==> config.mk <==
export PLATFORM = sky130hd
export DESIGN_NAME = accessory_controller
export DESIGN_NICKNAME = d
export VERILOG_FILES = /design/src/logic/accessory_pkg.sv /design/src/logic/tick_gen.sv /design/src/logic/led_pulse.sv /design/src/logic/accessory_controller.sv
export SDC_FILE = /design/constraint.sdc
export NUM_CORES = 1
export LEC_CHECK = 0
export BUFFER_PORTS_ARGS = -buffer_cell sky130_fd_sc_hd__buf_2
export CAP_MARGIN = 5
export CORE_ASPECT_RATIO = 1.25
export CORE_MARGIN = 2
export CORE_UTILIZATION = 50
export DETAILED_ROUTE_END_ITERATION = 12
export PLACE_DENSITY = 0.72
export REMOVE_ABC_BUFFERS = 1
export SLEW_MARGIN = 5
export SYNTH_ARGS = -nofsm -noshare
export SYNTH_HDL_FRONTEND = slang
export SYNTH_SLANG_ARGS = --single-unit
==> constraint.sdc <==
create_clock -name mclk -period 2.6 [get_ports mclk]
set_clock_uncertainty 0.2 [all_clocks]
set_input_delay 0.13 -clock mclk [delete_from_list [all_inputs] [get_ports mclk]]
set_output_delay 0.13 -clock mclk [all_outputs]
set_load 0.02 [all_outputs]
==> src/logic/accessory_pkg.sv <==
// Purpose: Shared constants for the accessory controller.
// Assumes: System clock of 40 MHz.
// Notes: Readings are unsigned hundredths of a mag/arcsec^2.
package accessory_pkg;
    localparam int CLK_HZ = 40000000;
    localparam int SECOND_HZ = 1;
    localparam int LED_PULSE_HZ = 60;
    localparam int READING_W = 16;
    localparam int HUM_W = 16;
    localparam int LEVEL_W = 3;
    localparam logic [2:0] LEVEL_MAX = 3'h7;
    // Humidity status codes.
    localparam logic [1:0] HUM_STAT_NONE = 2'h0;
    localparam logic [1:0] HUM_STAT_OK = 2'h1;
    localparam logic [1:0] HUM_STAT_NC = 2'h2;
    // Auto dimming: brighter skies (smaller reading) give a dimmer display.
    localparam logic [15:0] DIM_STEP0 = 16'h03E8;
    localparam logic [15:0] DIM_STEP1 = 16'h05DC;
    localparam logic [15:0] DIM_STEP2 = 16'h07D0;
endpackage

==> src/logic/tick_gen.sv <==
// Purpose: Periodic one-cycle tick from a cycle count.
// Assumes: PERIOD of at least one cycle.
// Notes: Counter restarts when run is low.
`timescale 1ns/1ps
module tick_gen #(
    parameter int PERIOD = 40000000
) (
    input wire logic mclk,
    input wire logic rst_b,
    input wire logic run,
    output logic tick
);
    typedef struct packed {
        logic [31:0] count;
        logic tick;
    } tick_state_t;
    tick_state_t state;
    tick_state_t next_state;

    always_comb begin
        next_state = state;
        next_state.tick = 1'b0;
        if (!run) begin
            next_state.count = 32'h0;
        end else if (state.count == 32'(PERIOD - 1)) begin
            next_state.count = 32'h0;
            next_state.tick = 1'b1;
        end else begin
            next_state.count = state.count + 32'h1;
        end
    end

    always_ff @(posedge mclk or negedge rst_b) begin
        if (!rst_b) begin
            state <= '0;
        end else begin
            state <= next_state;
        end
    end

    assign tick = state.tick;
endmodule

==> src/logic/led_pulse.sv <==
// Purpose: Stretches a trigger into a fixed-length LED pulse.
// Assumes: LENGTH of at least one cycle.
// Notes: A trigger during a pulse restarts the full length.
`timescale 1ns/1ps
module led_pulse #(
    parameter int LENGTH = 666666
) (
    input wire logic mclk,
    input wire logic rst_b,
    input wire logic trigger,
    output logic led
);
    typedef struct packed {
        logic [31:0] remain;
        logic led;
    } pulse_state_t;
    pulse_state_t state;
    pulse_state_t next_state;

    always_comb begin
        next_state = state;
        if (trigger) begin
            next_state.remain = 32'(LENGTH - 1);
            next_state.led = 1'b1;
        end else if (state.remain != 32'h0) begin
            next_state.remain = state.remain - 32'h1;
        end else begin
            next_state.led = 1'b0;
        end
    end

    always_ff @(posedge mclk or negedge rst_b) begin
        if (!rst_b) begin
            state <= '0;
        end else begin
            state <= next_state;
        end
    end

    assign led = state.led;
endmodule

==> src/logic/accessory_controller.sv <==
// Purpose: Humidity poll, display refresh, LED pulse and relay control.
// Assumes: I2C engine outside; this block issues requests and takes results.
// Notes: One clock, no register bus; settings are plain ports.
// Notes on behaviour
// - While enabled, poll humidity sensor each second and keep latest result.
// - Humidity read command returns stored result, starts no new transaction.
// - No sensor answer sets status to the not-connected code.
// - Send current reading to the four-digit display.
// - Display level fixed 0 to 7, or dimmed automatically in bright skies.
// - Refresh display once per second or on each reading request.
// - Each LED event lights the LED for one sixtieth of a second.
// - LED triggers on new reading or on reading request, by setting.
// - Manual relay mode follows host on/off command.
// - Auto mode: relay on above threshold, off below it.
// - On/off command in auto mode switches to manual and applies it.
`timescale 1ns/1ps
module accessory_controller #(
    parameter int CLK_HZ = accessory_pkg::CLK_HZ
) (
    input wire logic mclk,
    input wire logic rst_b,
    input wire logic [accessory_pkg::READING_W-1:0] reading,
    input wire logic reading_new,
    input wire logic reading_req,
    input wire logic hum_enable,
    input wire logic humidity_read_cmd,
    output logic hum_poll_req,
    input wire logic hum_poll_done,
    input wire logic hum_poll_ack,
    input wire logic [accessory_pkg::HUM_W-1:0] hum_poll_data,
    output logic hum_valid,
    output logic [accessory_pkg::HUM_W-1:0] hum_value,
    output logic [1:0] hum_status,
    input wire logic disp_enable,
    input wire logic disp_auto_level,
    input wire logic [accessory_pkg::LEVEL_W-1:0] disp_fixed_level,
    input wire logic disp_on_request,
    output logic disp_req,
    input wire logic disp_done,
    output logic [accessory_pkg::READING_W-1:0] disp_value,
    output logic [accessory_pkg::LEVEL_W-1:0] disp_level,
    input wire logic led_enable,
    input wire logic led_on_request,
    output logic led,
    input wire logic relay_auto_cmd,
    input wire logic relay_on_cmd,
    input wire logic relay_off_cmd,
    input wire logic [accessory_pkg::READING_W-1:0] relay_threshold,
    output logic relay,
    output logic relay_auto
);
    localparam int SECOND_CYCLES = CLK_HZ / accessory_pkg::SECOND_HZ;
    localparam int LED_CYCLES_RAW = CLK_HZ / accessory_pkg::LED_PULSE_HZ;
    localparam int LED_CYCLES = (LED_CYCLES_RAW < 1) ? 1 : LED_CYCLES_RAW;

    typedef enum logic [1:0] {
        HUM_IDLE,
        HUM_WAIT
    } hum_phase_t;

    typedef struct packed {
        hum_phase_t hum_phase;
        logic hum_valid;
        logic [accessory_pkg::HUM_W-1:0] hum_value;
        logic [1:0] hum_status;
        logic [accessory_pkg::HUM_W-1:0] hum_latest;
        logic [1:0] hum_latest_status;
        logic disp_busy;
        logic disp_pending;
        logic [accessory_pkg::READING_W-1:0] disp_value;
        logic [accessory_pkg::LEVEL_W-1:0] disp_level;
        logic relay;
        logic relay_auto;
    } ctrl_state_t;

    ctrl_state_t state;
    ctrl_state_t next_state;
    logic sec_tick;
    logic led_trigger;
    logic disp_event;
    logic [accessory_pkg::LEVEL_W-1:0] auto_level;

    tick_gen #(
        .PERIOD(SECOND_CYCLES)
    ) second_timer (
        .mclk(mclk),
        .rst_b(rst_b),
        .run(1'b1),
        .tick(sec_tick)
    );

    assign led_trigger = led_enable && (led_on_request ? reading_req : reading_new);

    led_pulse #(
        .LENGTH(LED_CYCLES)
    ) indicator (
        .mclk(mclk),
        .rst_b(rst_b),
        .trigger(led_trigger),
        .led(led)
    );

    // Bright skies give small readings, so the level drops as the reading falls.
    always_comb begin
        if (reading < accessory_pkg::DIM_STEP0) begin
            auto_level = 3'h0;
        end else if (reading < accessory_pkg::DIM_STEP1) begin
            auto_level = 3'h2;
        end else if (reading < accessory_pkg::DIM_STEP2) begin
            auto_level = 3'h4;
        end else begin
            auto_level = accessory_pkg::LEVEL_MAX;
        end
    end

    assign disp_event = disp_on_request ? reading_req : sec_tick;

    always_comb begin
        next_state = state;
        next_state.hum_valid = 1'b0;

        // Humidity polling runs in the background of the command path.
        unique case (state.hum_phase)
            HUM_IDLE: begin
                if (hum_enable && sec_tick) begin
                    next_state.hum_phase = HUM_WAIT;
                end
            end
            HUM_WAIT: begin
                if (hum_poll_done) begin
                    next_state.hum_phase = HUM_IDLE;
                    if (hum_poll_ack) begin
                        next_state.hum_latest = hum_poll_data;
                        next_state.hum_latest_status = accessory_pkg::HUM_STAT_OK;
                    end else begin
                        next_state.hum_latest_status = accessory_pkg::HUM_STAT_NC;
                    end
                end
            end
            default: begin
                next_state.hum_phase = HUM_IDLE;
            end
        endcase

        if (humidity_read_cmd) begin
            next_state.hum_value = state.hum_latest;
            next_state.hum_status = state.hum_latest_status;
            next_state.hum_valid = 1'b1;
        end

        // A refresh that lands while the display is busy is held, not dropped.
        if (disp_enable && disp_event) begin
            next_state.disp_pending = 1'b1;
        end
        if (state.disp_busy) begin
            if (disp_done) begin
                next_state.disp_busy = 1'b0;
            end
        end else if (state.disp_pending) begin
            next_state.disp_pending = disp_enable && disp_event;
            next_state.disp_busy = 1'b1;
            next_state.disp_value = reading;
            next_state.disp_level = disp_auto_level ? auto_level : disp_fixed_level;
        end

        if (relay_on_cmd || relay_off_cmd) begin
            next_state.relay_auto = 1'b0;
            next_state.relay = relay_on_cmd;
        end else begin
            if (relay_auto_cmd) begin
                next_state.relay_auto = 1'b1;
            end
            // The first auto command must not skip a threshold decision.
            if (state.relay_auto || relay_auto_cmd) begin
                if (reading > relay_threshold) begin
                    next_state.relay = 1'b1;
                end else if (reading < relay_threshold) begin
                    next_state.relay = 1'b0;
                end
                // Equal reading keeps the relay as it is.
            end
        end
    end

    always_ff @(posedge mclk or negedge rst_b) begin
        if (!rst_b) begin
            state <= '0;
        end else begin
            state <= next_state;
        end
    end

    assign hum_poll_req = (state.hum_phase == HUM_WAIT);
    assign hum_valid = state.hum_valid;
    assign hum_value = state.hum_value;
    assign hum_status = state.hum_status;
    assign disp_req = state.disp_busy;
    assign disp_value = state.disp_value;
    assign disp_level = state.disp_level;
    assign relay = state.relay;
    assign relay_auto = state.relay_auto;
endmodule

* After elaboration in Yosys (flattened, before gate mapping)
Cells that the tools add are included.
W data, S select, Z words.
** Operators by class
- $add $sub $neg :: 2
- Reductions and logical operators :: 16
- Bitwise logic cells :: 1
- Equality and inequality tests :: 5
- Muxes and demuxes :: 26
- Order comparisons :: 5
** Operators with widths (number)
- $mux W32 :: 2
- $mux W33 :: 1
- $add A32 B1 Y32 const B :: 1
- $eq A32 B26 Y1 const B :: 1
- $lt A16 B11 Y1 const B :: 2
- $reduce_bool A32 Y1 :: 1
- $sub A32 B1 Y32 const B :: 1
- $mux W21 :: 1
- $mux W20 :: 1
- $mux W19 :: 1
- $gt A16 B16 Y1 :: 1
- $lt A16 B10 Y1 const B :: 1
- $lt A16 B16 Y1 :: 1
- $mux W1 :: 11
- $mux W2 :: 5
- $mux W3 :: 3
- $reduce_and A2 Y1 :: 4
- $reduce_bool A2 Y1 :: 3
- $ne A2 B1 Y1 const B :: 2
- $pmux W2 S2 :: 1
- $logic_and A1 B1 Y1 :: 3
- $reduce_and A3 Y1 :: 1
- $reduce_bool A3 Y1 :: 1
- $eq A2 B1 Y1 const B :: 1
- other kinds (4) :: 5
** Word-level totals
- Register bits after elaboration :: 128
- Bits of input ports :: 68
- Output and inout bits :: 43
- Logic and storage cells :: 71

* Depth between registers and ports, before layout
- Depth after elaboration :: 7
- Mapped depth :: 8
- Mapped depth without buffers :: 7

* Modules after synthesis
Synthesis repeated with hierarchy kept, for this count alone.
** Second synthesis, totals
- Cell total of the unflattened synthesis :: 663
- Area total of the unflattened synthesis :: 6611.3 µm²
** By module, submodules not included
- accessory_controller :: area each 3118.0 µm², cells each 294, instances 1
- led_pulse :: area each 1823.0 µm², cells each 188, instances 1
- tick_gen :: area each 1670.4 µm², cells each 181, instances 1

* Worst setup path before layout
No wires, ideal clock.
- Kind :: reg2reg
- Start point :: reg indicator.state[1] (netlist name)
- End point :: reg indicator.state[1] (netlist name)
- Period minus slack after synthesis :: 2.390 ns
- Arrival :: 2.057 ns
- Path slack :: 0.210 ns
- Required time :: 2.268 ns
- Stages on the path, launching flop included :: 9
- Path through :: dfrtp_1 inv_1 ha_1 or4b_2 nor3_1 and4_1 clkbuf_1 xnor2_1 nand2_1
** On the way
- Longest elaborated chain between the ends :: 3
- Elaborated cells between the ends (all ways) :: 5
** RTL lines
- start, declared :: line led_pulse.sv:17 : pulse_state_t state;
- start signal, assigned :: line led_pulse.sv:36 : state <= next_state;
- $sub A32 B1 Y32 :: line led_pulse.sv:26 : next_state.remain = state.remain - 32'h1;
- $mux W32 :: line led_pulse.sv:25 : end else if (state.remain != 32'h0) begin
- $mux W33 :: line led_pulse.sv:22 : if (trigger) begin
Parallel ways exist; a longest one is shown, timed or not. The select of a mux whose other input is x is not followed.
A chain may end at the register's enable or synchronous reset.

* Worst setup path in the final report
- Start point :: reg indicator.state[5] (netlist name)
- End point :: reg indicator.state[26] (netlist name)
The elaborated chain is that of the path after synthesis.

==> impl_metrics.csv <==
group,metric,value,unit
run_status,outcome,"finished, final reports clean",
cells_and_area,nNetsFinal,829,
cells_and_area,fin_util,64.5,%
synthesis,ys.flop_type,"dfrtp_1",
routing,wire_per_inst,16.3,um
global_route,grt_pass1_vias,5265,
floorplanning,die_h,131,um
synthesis,syn-instance-count,597,
place,dp_cells,835,
global_route,grt_first_pass_wirelength,24300,um
worst_setup_path,worstPathArrival,2.70,ns
routing,vias,5054,
cells_and_area,num_antenna_cells,0,
routing,ant_nets,0,
clocking,clock-sinks,127,
clocking,cts_buffers,17,
worst_setup_path,worstSetupEndpointType,"flop",
sta,fin_crit_sh,98.3,%
sta,hold_viol,0,
worst_setup_path,timing.rr.start,"indicator.state[5]",
synthesis,syn_area_per_cell,10.8,um2
worst_setup_path,cp_max_fo,5,
sta,fin_setup_tns,0,ns
sta,worst_pin_slew,0.915,ns
sta,fin_crit,2.56,ns
power,power.total,0.00559,W
synthesis,ys_seq_area_share,49.3,%
global_route,grt_start_max_net_pins,54,
synthesis,ys_types,49,
clocking,cts_buffer_depth,2,
worst_setup_path,required,2.74,ns
sta,max_freq,0.391,GHz
flow_run,maxCapViolCount,0,
worst_setup_path,crit_type,"reg -> reg",
worst_setup_path,worstReg2RegEnd,"indicator.state[26]",
global_route,antenna_found_initial,0,
synthesis,yosys_warnings,0,
routing,first_pass_iters,5,
sta,finalMaxSlewViolations,0,
power,pwr_density_cell,684,mW/mm2
place,port_buffers,110,
place,dpl.hpwl,10100,um
power,leakagePower,3.88,nW
clocking,clock_latency,0.42,ns
global_route,gr-total-overflow,0,
cells_and_area,fin_cells,923,
clocking,root_buffer,"clkbuf_16",
worst_hold_path,hp-class,"in -> reg",
synthesis,synthesis.area,0.00645,mm2
power,peakVddDrop,0.466,mV
floorplanning,rows,46,
clocking,clk_pin_slew_worst_paths,0.06,ns
floorplanning,die_w,106,um
clocking,cts_tree,"yes",
routing,drc,0,
synthesis,ys_ff_latch,127,
worst_setup_path,cp-endpoint,"indicator.state[26]",
routing,drtIter0Drc,274,
cells_and_area,drive_gt1_share,30.3,%
sta,max-slew-margin-rel,38.9,%
floorplanning,num_io_pins,111,
floorplanning,core,0.0127,mm2
routing,routed_via_density,5.48,
worst_setup_path,worstSetupStartpoint,"indicator.state[5]",
floorplanning,start_util,50.9,%
clocking,h-tree-depth,4,
worst_setup_path,r2r_setup_slack,0.04,ns
place,gp_congestion,0.817,
global_route,grtUsageTotal,22.0,%
sta,setup_viol,0,
worst_setup_path,critical_path.startpoint_type,"flop",
cells_and_area,area_growth,26.6,%
routing,postRouteWirelength,15000,um
worst_setup_path,reg2reg_depth,5,
synthesis,synth_edf_count,0,
floorplanning,dieArea,0.0138,mm2
synthesis,synthArstFlopShare,100,%
-- logic make-up (layout without fill, tap and decap cells) --
group,count (synthesis),count (layout),share of synthesized area (%)
mux,55,55,9.52
fa+ha+maj,19,19,3.69
flops,127,127,49.3
compound gates,90,90,9.17
buf+inv,78,236,6.87
simple gates,200,200,17.7
xor+xnor,28,28,3.80
-- registers in the layout (all words and copies together) (netlist names) --
name                cells
second_timer.state     32
hum_status              2
disp_level              3
indicator.led           1
hum_value              16
indicator.state        32
second_timer.tick       1
relay                   1
state                  20
disp_value             16
relay_auto              1
hum_valid               1
disp_req                1
-- synth_stat cells (10+ instances only) --
library cell  instances  area share [%]
or4_1                14             1.6
nand2_1              41             2.4
ha_1                 19             3.7
inv_1                24             1.4
nor2_1               29             1.7
or3_1                18             1.7
o31ai_1              18             2.1
mux2_2               51             8.9
o21ai_0              19             1.5
a21oi_1              30             2.3
clkbuf_1             12            0.70
dfrtp_1             127              49
buf_4                38             4.4
nand3_1              21             1.6
nor4_1               10            0.97
nand4_1              12             1.2
nor3_1               14             1.1
xnor2_1              21             2.9
-- worst max-delay path: stages, from the launching register on --
cell and delay (ns):
dfrtp_1 0.39, or4_4 0.58, or2_2 0.38, nor4b_2 0.38, nor3b_1 0.33, mux2i_1 0.22
-- placed cells by master (no fill, tap or decap), types with 5 or more instances in the layout --
| cell | count |
|---|---|
| nor2_1 | 29 |
| xor2_1 | 7 |
| buf_4 | 17 |
| nand3_1 | 21 |
| nor4_1 | 10 |
| dfrtp_1 | 127 |
| dlygate4sd3_1 | 53 |
| nand4_1 | 12 |
| o31ai_1 | 18 |
| inv_6 | 6 |
| or4_1 | 14 |
| inv_1 | 24 |
| buf_2 | 109 |
| o21ai_0 | 19 |
| mux2_2 | 51 |
| xnor2_1 | 21 |
| a21oi_1 | 30 |
| clkbuf_16 | 17 |
| nand2_1 | 40 |
| and3_1 | 5 |
| or2_2 | 5 |
| nor3_1 | 13 |
| and4_1 | 8 |
| ha_1 | 19 |
| or3_1 | 18 |
-- power by group --
| group | internal (W) | switching (W) | total, W |
|---|---|---|---|
| clock | 0.00148 | 0.000972 | 0.00245 |
| sequential | 0.00213 | 0.000108 | 0.00224 |
| combinational | 0.000388 | 0.000510 | 0.000898 |
-- routing by layer --
metal	routed length, um	global-route usage, %
met1	6060	26.1
met5	0	0
met3	632	4.91
met4	254	8.98
met2	8060	38.9
-- what timing repair did --
action                                  CTS  global route
pin swaps                                 0             2
buffers inserted                          0             3
gates resized for setup                   1             4
hold buffers                             53             0
endpoints found under the hold margin    94             0
endpoints found under the setup margin    1            19
-- worst min path at each step --
stage / start / to / slack [ns] / cells after the start
after detailed placement: rst_b / second_timer.state[28] / 0.03 / 1
final: relay_threshold[7] / relay / 0.04 / 5
after global placement: rst_b / second_timer.state[27] / 0.02 / 1
after global routing: relay_threshold[7] / relay / 0.07 / 5
after floorplan: rst_b / disp_level[0] / -0.37 / 0
after CTS: relay_threshold[7] / relay / 0.05 / 5
-- through the flow --
| step | instance area [um2] | hold WS [ns] | worst slack [ns] |
|---|---|---|---|
| floorplan | 6100 | -0.366 | 0.175 |
| detailed placement | 6980 | 0.0309 | -0.0639 |
| CTS | 8130 | 0.0462 | 0.00227 |
| global route | 8160 | 0.0690 | -0.000605 |
| global placement | 6980 | 0.0202 | 0.0553 |
| finish | 8160 | 0.0449 | 0.0436 |
-- cell type report --
| class | instances | area, um2 |
|---|---|---|
| Clock inverter | 14 | 171 |
| Timing Repair Buffer | 180 | 1220 |
| Tap cell | 168 | 210 |
| Sequential cell | 127 | 3180 |
| Fill cell | 969 | 4500 |
| Clock buffer | 18 | 439 |
| Multi-Input combinational cell | 392 | 2850 |
| Inverter | 24 | 90.1 |
No activity file was read; power rests on OpenSTA's default activity.
